## src/common/dchan_pins_cfg.svh

```systemverilog
// Purpose : Offsets-free constants for the D-channel access and host pin block
// Assumes : Included by bare name from design files
// Notes   : Field positions, widths, reset values, state codes, a stage count and pattern constants only
`ifndef DCHAN_PINS_CFG_SVH
`define DCHAN_PINS_CFG_SVH

// ----------------------------------------------------------------------------
// Opening flag
// ----------------------------------------------------------------------------
`define CFG_FLAG_PATTERN   8'h7E
`define CFG_FLAG_LAST_IDX  3'h7
`define CFG_FLAG_FIRST_IDX 3'h0

// ----------------------------------------------------------------------------
// Synchronised pin bundle layout
// ----------------------------------------------------------------------------
`define CFG_PIN_W          5
`define CFG_PIN_CS_N       4
`define CFG_PIN_AS         3
`define CFG_PIN_DATA_STROBE_RD      2
`define CFG_PIN_RW_WR      1
`define CFG_PIN_REQ        0
`define CFG_PIN_RESET_VAL  5'h12

// ----------------------------------------------------------------------------
// Reset values and codes
// ----------------------------------------------------------------------------
`define CFG_STATE_W        2
`define CFG_CODE_00        2'h0
`define CFG_CODE_01        2'h1
`define CFG_CODE_10        2'h2
`define CFG_CODE_11        2'h3
`define CFG_SYNC_STAGES    2

`endif

```

## src/common/dchan_pins_pkg.sv

```systemverilog
// Purpose : Types shared by the D-channel access and host pin block
// Assumes : Nothing beyond the language
// Notes   : Enumerations carry no explicit codes
`default_nettype none

package dchan_pins_pkg;

    typedef enum logic {
        BUS_RW_DS,
        BUS_RD_WR
    } bus_style_t;

    typedef enum logic [1:0] {
        DC_IDLE,
        DC_WAIT,
        DC_FLAG,
        DC_DATA
    } dchan_state_t;

    typedef enum logic [1:0] {
        NT_DEACT,
        NT_PEND_DEACT,
        NT_PEND_ACT,
        NT_ACT
    } nt_act_t;

    typedef enum logic [1:0] {
        TE_DEACT,
        TE_SYNC,
        TE_ACT_REQ,
        TE_ACT
    } te_act_t;

endpackage

`default_nettype wire

```

## src/core/pin_sync.sv

```systemverilog
// Purpose : Two-flop synchroniser for a bundle of asynchronous pins
// Assumes : Synchronous active-high reset on the system clock
// Notes   : First stage feeds only the second stage
`default_nettype none

module pin_sync #(
    parameter int              WIDTH     = 1,
    parameter logic [WIDTH-1:0] RESET_VAL = '0
) (
    input  wire logic             i_clk_sys,
    input  wire logic             i_reset,
    input  wire logic [WIDTH-1:0] i_d,
    output logic      [WIDTH-1:0] o_q
);

    logic [WIDTH-1:0] meta_r;

    always_ff @(posedge i_clk_sys) begin
        if (i_reset) begin
            meta_r <= RESET_VAL;
            o_q    <= RESET_VAL;
        end else begin
            meta_r <= i_d;
            o_q    <= meta_r;
        end
    end

endmodule

`default_nettype wire

```

## src/core/dchan_access_host_pins.sv

```systemverilog
// Purpose : Mode-dependent control and status pin logic of an S/T transceiver
// Assumes : Pins arrive asynchronously; internal events share i_clk_sys
// Notes   : Open-drain pin driven low while its enable is high
//
// Operation
// - Processor access only with select low
// - Request sends flag now or when free
// - Request low sends continuous ones
// - Grant with first flag zero, terminal only
// - Grant released on lost contention, retry
// - Interrupt held until status register read
// - Select bit picks interrupt or new data
// - New data drives shared pin low
// - Address strobe rise samples bus style
// - Reset forces read/write plus strobe style
// - State outputs encode activation state, held at 00 while i_cmode is high
`include "dchan_pins_cfg.svh"
`default_nettype none

module dchan_access_host_pins (
    input  wire logic                     i_clk_sys,
    input  wire logic                     i_reset,
    // Mode straps
    input  wire logic                     i_cmode,
    input  wire logic                     i_te_mode,
    input  wire logic                     i_event_pin_select_bit,
    // Microprocessor port pins
    input  wire logic                     i_chip_sel_n,
    input  wire logic                     i_addr_strobe,
    input  wire logic                     i_data_strobe_rd,
    input  wire logic                     i_rw_wr,
    // Terminal D-channel pins and internal link side
    input  wire logic                     i_dchan_access_request,
    input  wire logic                     i_dchan_free,
    input  wire logic                     i_dchan_bit_tick,
    input  wire logic                     i_contention_lost,
    input  wire logic                     i_tx_packet_bit,
    // Internal event sources
    input  wire logic                     i_hdlc_irq_event,
    input  wire logic                     i_isr_read,
    input  wire logic                     i_new_rx_data,
    input  wire dchan_pins_pkg::nt_act_t  i_nt_state,
    input  wire dchan_pins_pkg::te_act_t  i_te_state,
    // Outputs
    output dchan_pins_pkg::bus_style_t    o_bus_style,
    output logic                          o_port_selected,
    output logic                          o_port_rd_pulse,
    output logic                          o_port_wr_pulse,
    output logic                          o_dchan_tx_bit,
    output logic                          o_dchan_access_grant,
    output logic                          o_event_pin_o,
    output logic                          o_event_pin_oe,
    output logic [`CFG_STATE_W-1:0]       o_link_state_code
);

    import dchan_pins_pkg::*;

    // ------------------------------------------------------------------------
    // Pin synchronisation
    // ------------------------------------------------------------------------
    logic [`CFG_PIN_W-1:0] pin_raw;
    logic [`CFG_PIN_W-1:0] pin_s;
    logic [`CFG_PIN_W-1:0] pin_q_r;

    assign pin_raw = {i_chip_sel_n, i_addr_strobe, i_data_strobe_rd, i_rw_wr,
                      i_dchan_access_request};

    pin_sync #(
        .WIDTH     (`CFG_PIN_W),
        .RESET_VAL (`CFG_PIN_RESET_VAL)
    ) u_pin_sync (
        .i_clk_sys (i_clk_sys),
        .i_reset   (i_reset),
        .i_d       (pin_raw),
        .o_q       (pin_s)
    );

    // Delayed copy for edge detection on already-synchronised pins
    always_ff @(posedge i_clk_sys) begin
        if (i_reset) begin
            pin_q_r <= `CFG_PIN_RESET_VAL;
        end else begin
            pin_q_r <= pin_s;
        end
    end

    logic cs_n_s;
    logic as_rise;
    logic ds_s;
    logic ds_rise;
    logic ds_fall;
    logic rw_s;
    logic wr_fall;
    logic req_s;

    assign cs_n_s  = pin_s[`CFG_PIN_CS_N];
    assign as_rise = pin_s[`CFG_PIN_AS] & ~pin_q_r[`CFG_PIN_AS];
    assign ds_s    = pin_s[`CFG_PIN_DATA_STROBE_RD];
    assign ds_rise = ds_s & ~pin_q_r[`CFG_PIN_DATA_STROBE_RD];
    assign ds_fall = ~ds_s & pin_q_r[`CFG_PIN_DATA_STROBE_RD];
    assign rw_s    = pin_s[`CFG_PIN_RW_WR];
    assign wr_fall = ~rw_s & pin_q_r[`CFG_PIN_RW_WR];
    assign req_s   = pin_s[`CFG_PIN_REQ];

    // ------------------------------------------------------------------------
    // Bus style detection
    // ------------------------------------------------------------------------
    bus_style_t style_r;

    // Only an address strobe edge may change the style, so a strobe pin
    // never changes meaning in the middle of an access
    always_ff @(posedge i_clk_sys) begin
        if (i_reset) begin
            style_r <= BUS_RW_DS;
        end else if (as_rise) begin
            style_r <= ds_s ? BUS_RD_WR : BUS_RW_DS;
        end
    end

    assign o_bus_style = style_r;

    // ------------------------------------------------------------------------
    // Processor access strobes
    // ------------------------------------------------------------------------
    logic selected;
    logic rd_nxt;
    logic wr_nxt;

    assign selected = i_cmode & ~cs_n_s;

    always_comb begin
        rd_nxt = 1'b0;
        wr_nxt = 1'b0;
        if (selected) begin
            if (style_r == BUS_RW_DS) begin
                rd_nxt = ds_rise & rw_s;
                wr_nxt = ds_rise & ~rw_s;
            end else begin
                rd_nxt = ds_fall;
                wr_nxt = wr_fall;
            end
        end
    end

    always_ff @(posedge i_clk_sys) begin
        if (i_reset) begin
            o_port_selected <= 1'b0;
            o_port_rd_pulse <= 1'b0;
            o_port_wr_pulse <= 1'b0;
        end else begin
            o_port_selected <= selected;
            o_port_rd_pulse <= rd_nxt;
            o_port_wr_pulse <= wr_nxt;
        end
    end

    // ------------------------------------------------------------------------
    // HDLC interrupt latch
    // ------------------------------------------------------------------------
    logic irq_pend_r;

    // A new event in the clearing cycle wins, so no interrupt is lost
    always_ff @(posedge i_clk_sys) begin
        if (i_reset) begin
            irq_pend_r <= 1'b0;
        end else if (i_hdlc_irq_event) begin
            irq_pend_r <= 1'b1;
        end else if (i_isr_read) begin
            irq_pend_r <= 1'b0;
        end
    end

    // ------------------------------------------------------------------------
    // D-channel access handshake
    // ------------------------------------------------------------------------
    dchan_state_t dc_state_r;
    logic [2:0]   flag_idx_r;
    logic         grant_r;
    logic         tx_bit_r;
    logic         te_ctl;
    logic [7:0]   flag_pat;

    assign te_ctl   = ~i_cmode & i_te_mode;
    assign flag_pat = `CFG_FLAG_PATTERN;

    // Packet bits are taken once the eight flag bits, the first sent with the grant, are out;
    // the terminal is expected to keep up from the first bit slot after the flag
    always_ff @(posedge i_clk_sys) begin
        if (i_reset || !te_ctl) begin
            dc_state_r <= DC_IDLE;
            flag_idx_r <= `CFG_FLAG_FIRST_IDX;
            grant_r    <= 1'b0;
            tx_bit_r   <= 1'b1;
        end else begin
            case (dc_state_r)
                DC_IDLE: begin
                    grant_r  <= 1'b0;
                    tx_bit_r <= 1'b1;
                    if (req_s) begin
                        flag_idx_r <= `CFG_FLAG_FIRST_IDX;
                        dc_state_r <= i_dchan_free ? DC_FLAG : DC_WAIT;
                    end
                end
                DC_WAIT: begin
                    tx_bit_r <= 1'b1;
                    if (!req_s) begin
                        dc_state_r <= DC_IDLE;
                    end else if (i_dchan_free) begin
                        flag_idx_r <= `CFG_FLAG_FIRST_IDX;
                        dc_state_r <= DC_FLAG;
                    end
                end
                DC_FLAG: begin
                    if (!req_s) begin
                        grant_r    <= 1'b0;
                        tx_bit_r   <= 1'b1;
                        dc_state_r <= DC_IDLE;
                    end else if (i_contention_lost) begin
                        grant_r    <= 1'b0;
                        tx_bit_r   <= 1'b1;
                        dc_state_r <= DC_WAIT;
                    end else if (i_dchan_bit_tick) begin
                        tx_bit_r <= flag_pat[3'h7 - flag_idx_r];
                        if (flag_idx_r == `CFG_FLAG_FIRST_IDX) begin
                            grant_r <= 1'b1;
                        end
                        if (flag_idx_r == `CFG_FLAG_LAST_IDX) begin
                            dc_state_r <= DC_DATA;
                        end
                        flag_idx_r <= flag_idx_r + 3'h1;
                    end
                end
                DC_DATA: begin
                    if (!req_s) begin
                        grant_r    <= 1'b0;
                        tx_bit_r   <= 1'b1;
                        dc_state_r <= DC_IDLE;
                    end else if (i_contention_lost) begin
                        grant_r    <= 1'b0;
                        tx_bit_r   <= 1'b1;
                        dc_state_r <= DC_WAIT;
                    end else if (i_dchan_bit_tick) begin
                        tx_bit_r <= i_tx_packet_bit;
                    end
                end
                default: begin
                    grant_r    <= 1'b0;
                    tx_bit_r   <= 1'b1;
                    dc_state_r <= DC_IDLE;
                end
            endcase
        end
    end

    assign o_dchan_tx_bit       = tx_bit_r;
    assign o_dchan_access_grant = grant_r;

    // ------------------------------------------------------------------------
    // Shared open-drain event pin
    // ------------------------------------------------------------------------
    logic event_oe_nxt;

    always_comb begin
        event_oe_nxt = 1'b0;
        if (i_cmode) begin
            if (i_event_pin_select_bit) begin
                event_oe_nxt = i_new_rx_data;
            end else begin
                event_oe_nxt = irq_pend_r;
            end
        end else if (i_te_mode) begin
            event_oe_nxt = grant_r;
        end
    end

    // Output level is held low; only the enable ever moves
    always_ff @(posedge i_clk_sys) begin
        if (i_reset) begin
            o_event_pin_o  <= 1'b0;
            o_event_pin_oe <= 1'b0;
        end else begin
            o_event_pin_o  <= 1'b0;
            o_event_pin_oe <= event_oe_nxt;
        end
    end

    // ------------------------------------------------------------------------
    // Activation state outputs
    // ------------------------------------------------------------------------
    logic [`CFG_STATE_W-1:0] state_code_nxt;

    always_comb begin
        state_code_nxt = `CFG_CODE_00;
        if (!i_cmode) begin
            if (i_te_mode) begin
                case (i_te_state)
                    TE_DEACT:   state_code_nxt = `CFG_CODE_00;
                    TE_SYNC:    state_code_nxt = `CFG_CODE_01;
                    TE_ACT_REQ: state_code_nxt = `CFG_CODE_10;
                    TE_ACT:     state_code_nxt = `CFG_CODE_11;
                    default:    state_code_nxt = `CFG_CODE_00;
                endcase
            end else begin
                case (i_nt_state)
                    NT_DEACT:      state_code_nxt = `CFG_CODE_00;
                    NT_PEND_DEACT: state_code_nxt = `CFG_CODE_01;
                    NT_PEND_ACT:   state_code_nxt = `CFG_CODE_10;
                    NT_ACT:        state_code_nxt = `CFG_CODE_11;
                    default:       state_code_nxt = `CFG_CODE_00;
                endcase
            end
        end
    end

    always_ff @(posedge i_clk_sys) begin
        if (i_reset) begin
            o_link_state_code <= `CFG_CODE_00;
        end else begin
            o_link_state_code <= state_code_nxt;
        end
    end

endmodule

`default_nettype wire

```

## config.mk

```make
export PLATFORM = sky130hd
export DESIGN_NAME = dchan_access_host_pins
export DESIGN_NICKNAME = d
export VERILOG_FILES = /design/src/common/dchan_pins_pkg.sv /design/src/core/pin_sync.sv /design/src/core/dchan_access_host_pins.sv
export VERILOG_INCLUDE_DIRS = /design/src /design/src/common
export SDC_FILE = /design/constraint.sdc
export NUM_CORES = 1
export LEC_CHECK = 0
export BUFFER_PORTS_ARGS = -buffer_cell sky130_fd_sc_hd__buf_2
export CORE_MARGIN = 5
export CORE_UTILIZATION = 44
export CTS_BUF_LIST = sky130_fd_sc_hd__clkbuf_2 sky130_fd_sc_hd__clkbuf_4 sky130_fd_sc_hd__clkbuf_8
export CTS_CLUSTER_SIZE = 24
export DETAILED_ROUTE_END_ITERATION = 10
export HOLD_SLACK_MARGIN = 0.12
export PLACE_DENSITY = 0.73
export SYNTH_ARGS = -nofsm -noshare
export SYNTH_HDL_FRONTEND = slang
export SYNTH_SLANG_ARGS = --single-unit
```

## constraint.sdc

```tcl
create_clock -name i_clk_sys -period 1.7 [get_ports i_clk_sys]
set_input_delay 0.34 -clock i_clk_sys [delete_from_list [all_inputs] [get_ports i_clk_sys]]
set_output_delay 0.34 -clock i_clk_sys [all_outputs]
set_load 0.01 [all_outputs]
```

# == After elaboration in Yosys (flattened, before gate mapping) ==
# Memories as Yosys holds them, arrays and structs flattened.
# Index checks and enable logic that the tools add are counted.
# word_totals
register_bits,29
latch_bits,0
ramBits,0
mem_bits_ro,8
output_inout_bits,10
elab_cells,115
n_memories,1
# op_classes
addsub,2
mul,0
div_mod_pow,0
magnitude_cmp,1
n_eq_ne,22
shifts,0
mux,44
bitwise,15
n_reduce_logical,16
# mem_list
memory,words,word_bits,rd,rd_clocked_by_memory_dff,wr,line,text
(no name shown),8,1,1,0,0,dchan_access_host_pins.sv:223,tx_bit_r <= flag_pat[3'h7 - flag_idx_r];
# op_table
operator,n
2-bit case mux with 4 select lines,3
2-bit 2-to-1 mux,11
1-bit 2-to-1 mux,21
3-bit 2-to-1 mux,6
"4-bit != test, second input constant",4
"2-bit equality test, second input constant",6
3-bit case mux with 3 select lines,1
1-bit bitwise AND,8
1-bit NOT,7
7-bit AND reduction,1
"2-bit by 1-bit equality test with 1-bit output, second input constant",3
2-bit logical NOT,3
"2-bit by 1-bit != test with 1-bit output, second input constant",3
"2-bit != test, second input constant",3
"3-bit != test, second input constant",2
1-bit case mux with 3 select lines,2
3-bit nonzero test,2
2-bit OR reduction,3
5-bit AND reduction,1
"3-bit by 4-bit < comparator with 1-bit output, second input constant",1
4-bit AND reduction,1
"3-bit by 1-bit adder with 3-bit output, second input constant",1
"3-bit equality test, second input constant",1
3-bit logical NOT,1
5 further kinds,5

# == Longest topological paths before layout ==
# Gate-level depths: netlist of run 1.
# depth
word_depth,7
mapped_depth,6

# == Modules after synthesis ==
# A second synthesis of run 1 with hierarchy kept.
# unflattened
hier_cells,116
area_unflattened_um2,1123.6
# modules_own_cells
module,n_inst,cells_per_inst,area_each_um2,seq_area_each_um2
dchan_access_host_pins,1,96,860.8,360.3
pin_sync,1,20,262.8,200.2

# == Worst setup path before layout of run 1 ==
# Ideal clock, no wire load.
# synth_timing
kind,flip-flop to flip-flop
start,reg flag_idx_r[0]
end,reg dc_state_r[0]
arrival_ns,1.253
t_required_ns,1.583
setup_slack_ns,0.330
stages_incl_launch_ff,7
n_path_buf,0
synth_period_minus_slack_ns,1.370
path_cell_list,dfxtp_1 ha_1 ha_1 nor4b_2 o21ai_1 a21oi_1 nor3_2
# synth_via
elab_chain_cells,3
# synth_rtl
item,line,text
from (decl),dchan_access_host_pins.sv:177,logic [2:0] flag_idx_r;
from (signal assigned),dchan_access_host_pins.sv:191,flag_idx_r <= `CFG_FLAG_FIRST_IDX;
from (signal assigned),dchan_access_host_pins.sv:200,flag_idx_r <= `CFG_FLAG_FIRST_IDX;
from (signal assigned),dchan_access_host_pins.sv:209,flag_idx_r <= `CFG_FLAG_FIRST_IDX;
3-bit equality test (no line),n/a,
4-bit != test (no line),n/a,
5-bit AND reduction (no line),n/a,
to (signal assigned),dchan_access_host_pins.sv:201,dc_state_r <= i_dchan_free ? DC_FLAG : DC_WAIT;
to (decl),dchan_access_host_pins.sv:176,dchan_state_t dc_state_r;
# No other way between the ends.
# A chain may end at the register's enable or synchronous reset.

# == Worst setup path after layout of run 1 ==
# Ends and elaborated chain as after synthesis.

==> out/metrics.csv, run 1 <==
stage,metric,value,unit
run_status,status,finished clean,
floorplan,I/O Pins,31,
detailed_routing,WL/cell,11.9,um
critical_path,FF-to-FF Start,flag_idx_r[0],
sta,setup ws final,0.201,ns
power,VDD IR max,660,uV
global_route,vias in the first global route,834,
power,Pwr Density,869,nW/um^2
sta,RSZ-0062 raised after global routing,no,
critical_path,worst setup path startpoint,flag_idx_r[0],
clock_tree,hold buffers post-CTS,0,
detailed_routing,Initial DRT Pass Iterations,4,
cells_and_area,Fillers,246,
critical_path,Worst setup SP type,flop,
sta,period utilization,88.2,%
clock_tree,CTS Buf Count,3,
clock_tree,number of post-CTS setup repair buffers,0,
clock_tree,number of H-tree levels,1,
placement,DP Area,1330,um^2
placement,placed cells,176,
critical_path,Crit-path slowest cell,dfxtp_1,
cells_and_area,Non-Filler Instances,180,
synthesis,"flops & latches, synth",28,
synthesis,Ys Warns,0,
cells_and_area,fin util,54.5,%
cells_and_area,layout cells sized above 1,31.3,%
sta,Setup TNS,0,ns
floorplan,starting density of the core,46.9,%
cells_and_area,P&R area growth vs syn,16.1,%
sta,Final Setup Violations,0,
synthesis,most frequent cell after synthesis,dfxtp_1,
synthesis,sequential area share after synthesis,47.0,%
placement,PortBufs,29,
detailed_routing,"antenna viol nets, final",0,
placement,pre-CTS setup slack,0.224,ns
sta,Final Hold Vio Count,0,
power,Leakage,0.587,nW
sta,Max Clock Skew,0.00627,ns
synthesis,Synth top area share,47.0,%
detailed_routing,drt initial violations,30,
synthesis,syn avg cell area,9.70,um^2
clock_tree,CTS sink count,28,
clock_tree,clk root buf,clkbuf_4,
job,Max-Cap Viols,0,
synthesis,synth top area cells,"dfxtp_1, nor2b_1, ha_1",
clock_tree,Bufs on Longest Clock Path,2,
global_route,first-pass GRT wire length,3390,um
clock_tree,post-cts repair resize count,0,
synthesis,Main synth FF type,dfxtp_1,
global_route,gr ovfl total,0,
critical_path,critical path depth,6,
synthesis,Netlist Area Pre-Place,1190,um^2
placement,final RePlAce weighted congestion,0.759,
sta,min cycle time layout,1.50,ns
critical_path,R2R depth,6,
floorplan,Die X-Extent,62.1,um
critical_path,CP endpoint kind,flop,
synthesis,Mapped Nets,148,
critical_path,CP cell instances,ha_1 -> ha_1 -> nor4b_2 -> o21ai_1 -> and3_1 -> nor3_2,
clock_tree,Worst-Skew Late Latency,0.33,ns
critical_path,most frequent cell on the critical path,ha_1,
critical_path,max incr delay on CP,0.37,ns
floorplan,Row Count,18,
critical_path,worst r2r dst,dc_state_r[0],
critical_path,Worst setup endpoint,dc_state_r[0],
synthesis,Post-synth EDFFs,0,
detailed_routing,WL final,2140,um
critical_path,CP required,1.96,ns
sta,Max Freq,667,MHz
synthesis,Netlist cell types,36,
sta,fin. max-slew vios,0,
global_route,initial antenna violation count,0,
detailed_routing,detailed-route DRC error count,0,
floorplan,Core Area,2540,um^2
critical_path,crit path kind,reg2reg,
clock_tree,Clock transition at path regs,0.15,ns
detailed_routing,DR vias,925,
floorplan,die height,62.1,um
critical_path,largest fanout on the critical path,4,
cells_and_area,fin area,1390,um^2
synthesis,asr flop ratio synth,0,%
clock_tree,TritonCTS clock tree,done,
global_route,largest net degree at the start of global routing,21,
floorplan,die area,3850,um^2
detailed_routing,post-DR vias/cell,5.14,
cells_and_area,final net count,176,
synthesis,cell taking the most area after synthesis,dfxtp_1,
cells_and_area,Ant. Diodes,0,
critical_path,Worst Path Buf+Inv,0,
global_route,Total GRT Usage,12.0,%
synthesis,Post-Synthesis Cells,123,
critical_path,R2R setup slack,0.20,ns
critical_path,cell family with most CP delay,simple AND/OR/NAND/NOR gates,
worst_hold_path,HP Class,in2reg,
placement,post-DP HPWL,1650,um
synthesis,top post-synthesis cells by count,"dfxtp_1, a21oi_1, nor2_1, nor2b_1, nor3_1",
critical_path,critical path arrival,1.76,ns
[layout make-up]
class | instances | area (um^2) | share of cell area [%]
clock buffers | 3 | 22.5 | 1.62
clock inverters | 1 | 30.0 | 2.17
inverters | 6 | 22.5 | 1.62
multi-input cells | 83 | 568 | 41.0
flip-flops and latches | 28 | 561 | 40.4
well taps | 30 | 37.5 | 2.71
repair buffers | 29 | 145 | 10.5
[cells by family (layout without fill, tap and decap cells)]
family | count (synthesis) | after routing | share of synthesized area, %
AO/OA/AOI/OAI | 22 | 22 | 11.1
buffers and inverters | 12 | 39 | 5.45
flip-flops | 28 | 28 | 47.0
AND/OR/NAND/NOR | 49 | 49 | 25.9
multiplexers | 7 | 7 | 6.08
adder cells (fa/ha/maj) | 4 | 4 | 4.19
other | 1 | 1 | 0.314
[state kept, by name (all words and copies together) (netlist names), 2 cells and up]
name               flops
u_pin_sync.meta_r      5
u_pin_sync.o_q         5
flag_idx_r             3
pin_q_r                3
dc_state_r             2
o_link_state_code      2
[stage by stage]
step	power [mW]	hold slack [ns]
after floorplan	0.754	0.389
after global placement	0.788	0.394
after detailed placement	0.792	0.397
after CTS	1.23	0.161
after global routing	1.27	0.161
final	1.21	0.178
[report_power, final]
group / leakage, nW / total, mW / internal [mW] / switching (mW)
clock: 0.0279 / 0.429 / 0.239 / 0.190
combinational: 0.330 / 0.0913 / 0.0461 / 0.0453
sequential: 0.229 / 0.685 / 0.675 / 0.00961
[cell usage in the layout (no fill, tap or decap), drive strengths merged, types with 3 or more instances in the layout]
cell	netlist	routed
ha	4	4
or2	5	5
dfxtp	28	28
mux2i	5	5
o21ai	6	6
nand4	3	3
buf	4	29
nor2b	11	11
nor3	8	8
nand2	4	4
inv	6	6
a21oi	9	9
nor2	9	9
clkbuf	2	3
[how the worst min path moves through the flow]
stage	cells past startpoint	to	startpoint
2_1_floorplan	1	u_pin_sync.o_q[1]	u_pin_sync.meta_r[1]
3_3_place_gp	1	u_pin_sync.o_q[4]	u_pin_sync.meta_r[4]
3_5_place_dp	1	u_pin_sync.o_q[4]	u_pin_sync.meta_r[4]
4_1_cts	2	u_pin_sync.meta_r[1]	i_rw_wr
5_1_grt	2	u_pin_sync.meta_r[1]	i_rw_wr
6_report	2	u_pin_sync.meta_r[1]	i_rw_wr
[layer usage]
metal | GRT usage, % | vias up | share of wire (%)
met3 | 3.10 | 4 | 5.8
met4 | 6.67 | 0 | 1.9
met5 | 0 | - | 0
li1 | - | 475 | -
met2 | 20.7 | 20 | 49
met1 | 13.3 | 426 | 43
(Power assumes the default switching activity.)
==> run 2, diff against run 1 <==
--- a/config.mk
+++ b/config.mk
@@ -7,7 +7,7 @@
 export NUM_CORES = 1
 export LEC_CHECK = 0
 export BUFFER_PORTS_ARGS = -buffer_cell sky130_fd_sc_hd__buf_2
-export CORE_MARGIN = 5
+export CORE_MARGIN = 1
 export CORE_UTILIZATION = 44
 export CTS_BUF_LIST = sky130_fd_sc_hd__clkbuf_2 sky130_fd_sc_hd__clkbuf_4 sky130_fd_sc_hd__clkbuf_8
 export CTS_CLUSTER_SIZE = 24
==> out/metrics.csv, run 2 (same netlist as run 1, synthesis figures left out) <==
stage,metric,value,unit
clock_tree,post-cts repair resize count,0,
power,Leakage,0.587,nW
cells_and_area,layout cells sized above 1,31.3,%
critical_path,CP endpoint kind,flop,
global_route,first-pass GRT wire length,3460,um
floorplan,starting density of the core,47.3,%
clock_tree,Clock transition at path regs,0.15,ns
floorplan,Die X-Extent,54.1,um
global_route,initial antenna violation count,0,
cells_and_area,P&R area growth vs syn,16.1,%
critical_path,Worst setup SP type,flop,
sta,Final Setup Violations,0,
cells_and_area,final net count,176,
critical_path,cell family with most CP delay,adder cells,
critical_path,R2R depth,6,
sta,RSZ-0062 raised after global routing,no,
detailed_routing,DR vias,925,
global_route,vias in the first global route,849,
critical_path,Worst Path Buf+Inv,0,
power,total power,1.21,mW
global_route,largest net degree at the start of global routing,21,
cells_and_area,biggest regs,"u_pin_sync.meta_r x5, u_pin_sync.o_q x5",
sta,Final Hold Vio Count,0,
critical_path,critical path depth,6,
detailed_routing,WL final,2090,um
worst_hold_path,hold_sp,i_rw_wr,
placement,placed cells,176,
sta,Setup TNS,0,ns
detailed_routing,"antenna viol nets, final",0,
clock_tree,CTS sink count,28,
worst_hold_path,HP Class,in2reg,
placement,PortBufs,29,
critical_path,Crit-path slowest cell,dfxtp_1,
clock_tree,TritonCTS clock tree,done,
sta,Max Freq,647,MHz
sta,Max Clock Skew,0.00829,ns
critical_path,crit path kind,reg2reg,
critical_path,most frequent cell on the critical path,ha_1,
critical_path,FF-to-FF Start,flag_idx_r[0],
detailed_routing,drt initial violations,8,
worst_hold_path,hold path cells,2,
cells_and_area,"commonest non-fill, non-tap cell in the layout",buf_2,
critical_path,worst setup path startpoint,flag_idx_r[0],
critical_path,critical path arrival,1.79,ns
sta,min cycle time layout,1.55,ns
floorplan,Row Count,18,
placement,final RePlAce weighted congestion,0.835,
cells_and_area,Ant. Diodes,0,
clock_tree,Bufs on Longest Clock Path,2,
cells_and_area,register area,561,um^2
global_route,Total GRT Usage,16.9,%
placement,post-DP HPWL,1560,um
cells_and_area,Non-Filler Instances,180,
cells_and_area,area occupied by multi-input gates,568,um^2
critical_path,CP cell instances,ha_1 -> ha_1 -> nor4b_2 -> o21ai_1 -> a21oi_1 -> nor3_2,
clock_tree,Worst-Skew Late Latency,0.33,ns
sta,fin. max-slew vios,0,
clock_tree,hold buffers post-CTS,0,
floorplan,die height,54.1,um
clock_tree,clk root buf,clkbuf_4,
sta,period utilization,91.0,%
job,Max-Cap Viols,0,
floorplan,die area,2930,um^2
clock_tree,number of H-tree levels,1,
global_route,gr ovfl total,0,
power,Pwr Density,872,nW/um^2
critical_path,CP required,1.94,ns
detailed_routing,detailed-route DRC error count,0,
clock_tree,CTS Buf Count,3,
cells_and_area,Fillers,233,
critical_path,largest fanout on the critical path,4,
critical_path,max incr delay on CP,0.36,ns
floorplan,I/O Pins,31,
placement,pre-CTS setup slack,0.173,ns
sta,setup ws final,0.154,ns
detailed_routing,Initial DRT Pass Iterations,3,
detailed_routing,post-DR vias/cell,5.14,
cells_and_area,most frequent cells in the layout,"buf_2, dfxtp_1, nor2b_1, nor2_1, a21oi_1",
run_status,status,finished clean,
detailed_routing,WL/cell,11.6,um
clock_tree,number of post-CTS setup repair buffers,0,
power,VDD IR max,812,uV
floorplan,Core Area,2520,um^2
## run 2: cell counts in the layout (fill, tap and decap cells not counted)
No cell type changed its count.
## run 2: metrics by stage
step | instance area [um^2] | hold WS, ns | utilization (%)
floorplan | 1190 | 0.389 | -
global placement | 1330 | 0.395 | 52.9
detailed placement | 1330 | 0.397 | 52.9
CTS | 1390 | 0.173 | 55.0
global route | 1390 | 0.163 | 55.0
finish | 1390 | 0.183 | 55.0
## run 2: area by class of cell
cell class | instances | share of cell area (%)
Clock buffer | 3 | 1.62
Clock inverter | 1 | 2.17
Inverter | 6 | 1.62
Multi-Input combinational cell | 83 | 41.0
Sequential cell | 28 | 40.4
Tap cell | 30 | 2.71
Timing Repair Buffer | 29 | 10.5
## run 2: worst paths after layout
path | endpoint | slack (ns)
setup / recovery | dc_state_r[0] | 0.15
hold / removal | u_pin_sync.meta_r[1] | 0.18
setup reg to reg | dc_state_r[0] | 0.15
hold reg to reg | u_pin_sync.o_q[1] | 0.43
## run 2: routing by layer
metal	share of wire [%]	vias to the layer above	track usage, %
met2	51	18	29.6
li1	-	474	-
met1	43	428	18.3
met3	3.8	5	5.08
met5	0	-	0
met4	2.2	0	8.55
## run 2: report_power, final
part | internal, mW | switching [mW]
Combinational | 0.0461 | 0.0459
Clock | 0.239 | 0.193
Sequential | 0.675 | 0.00986
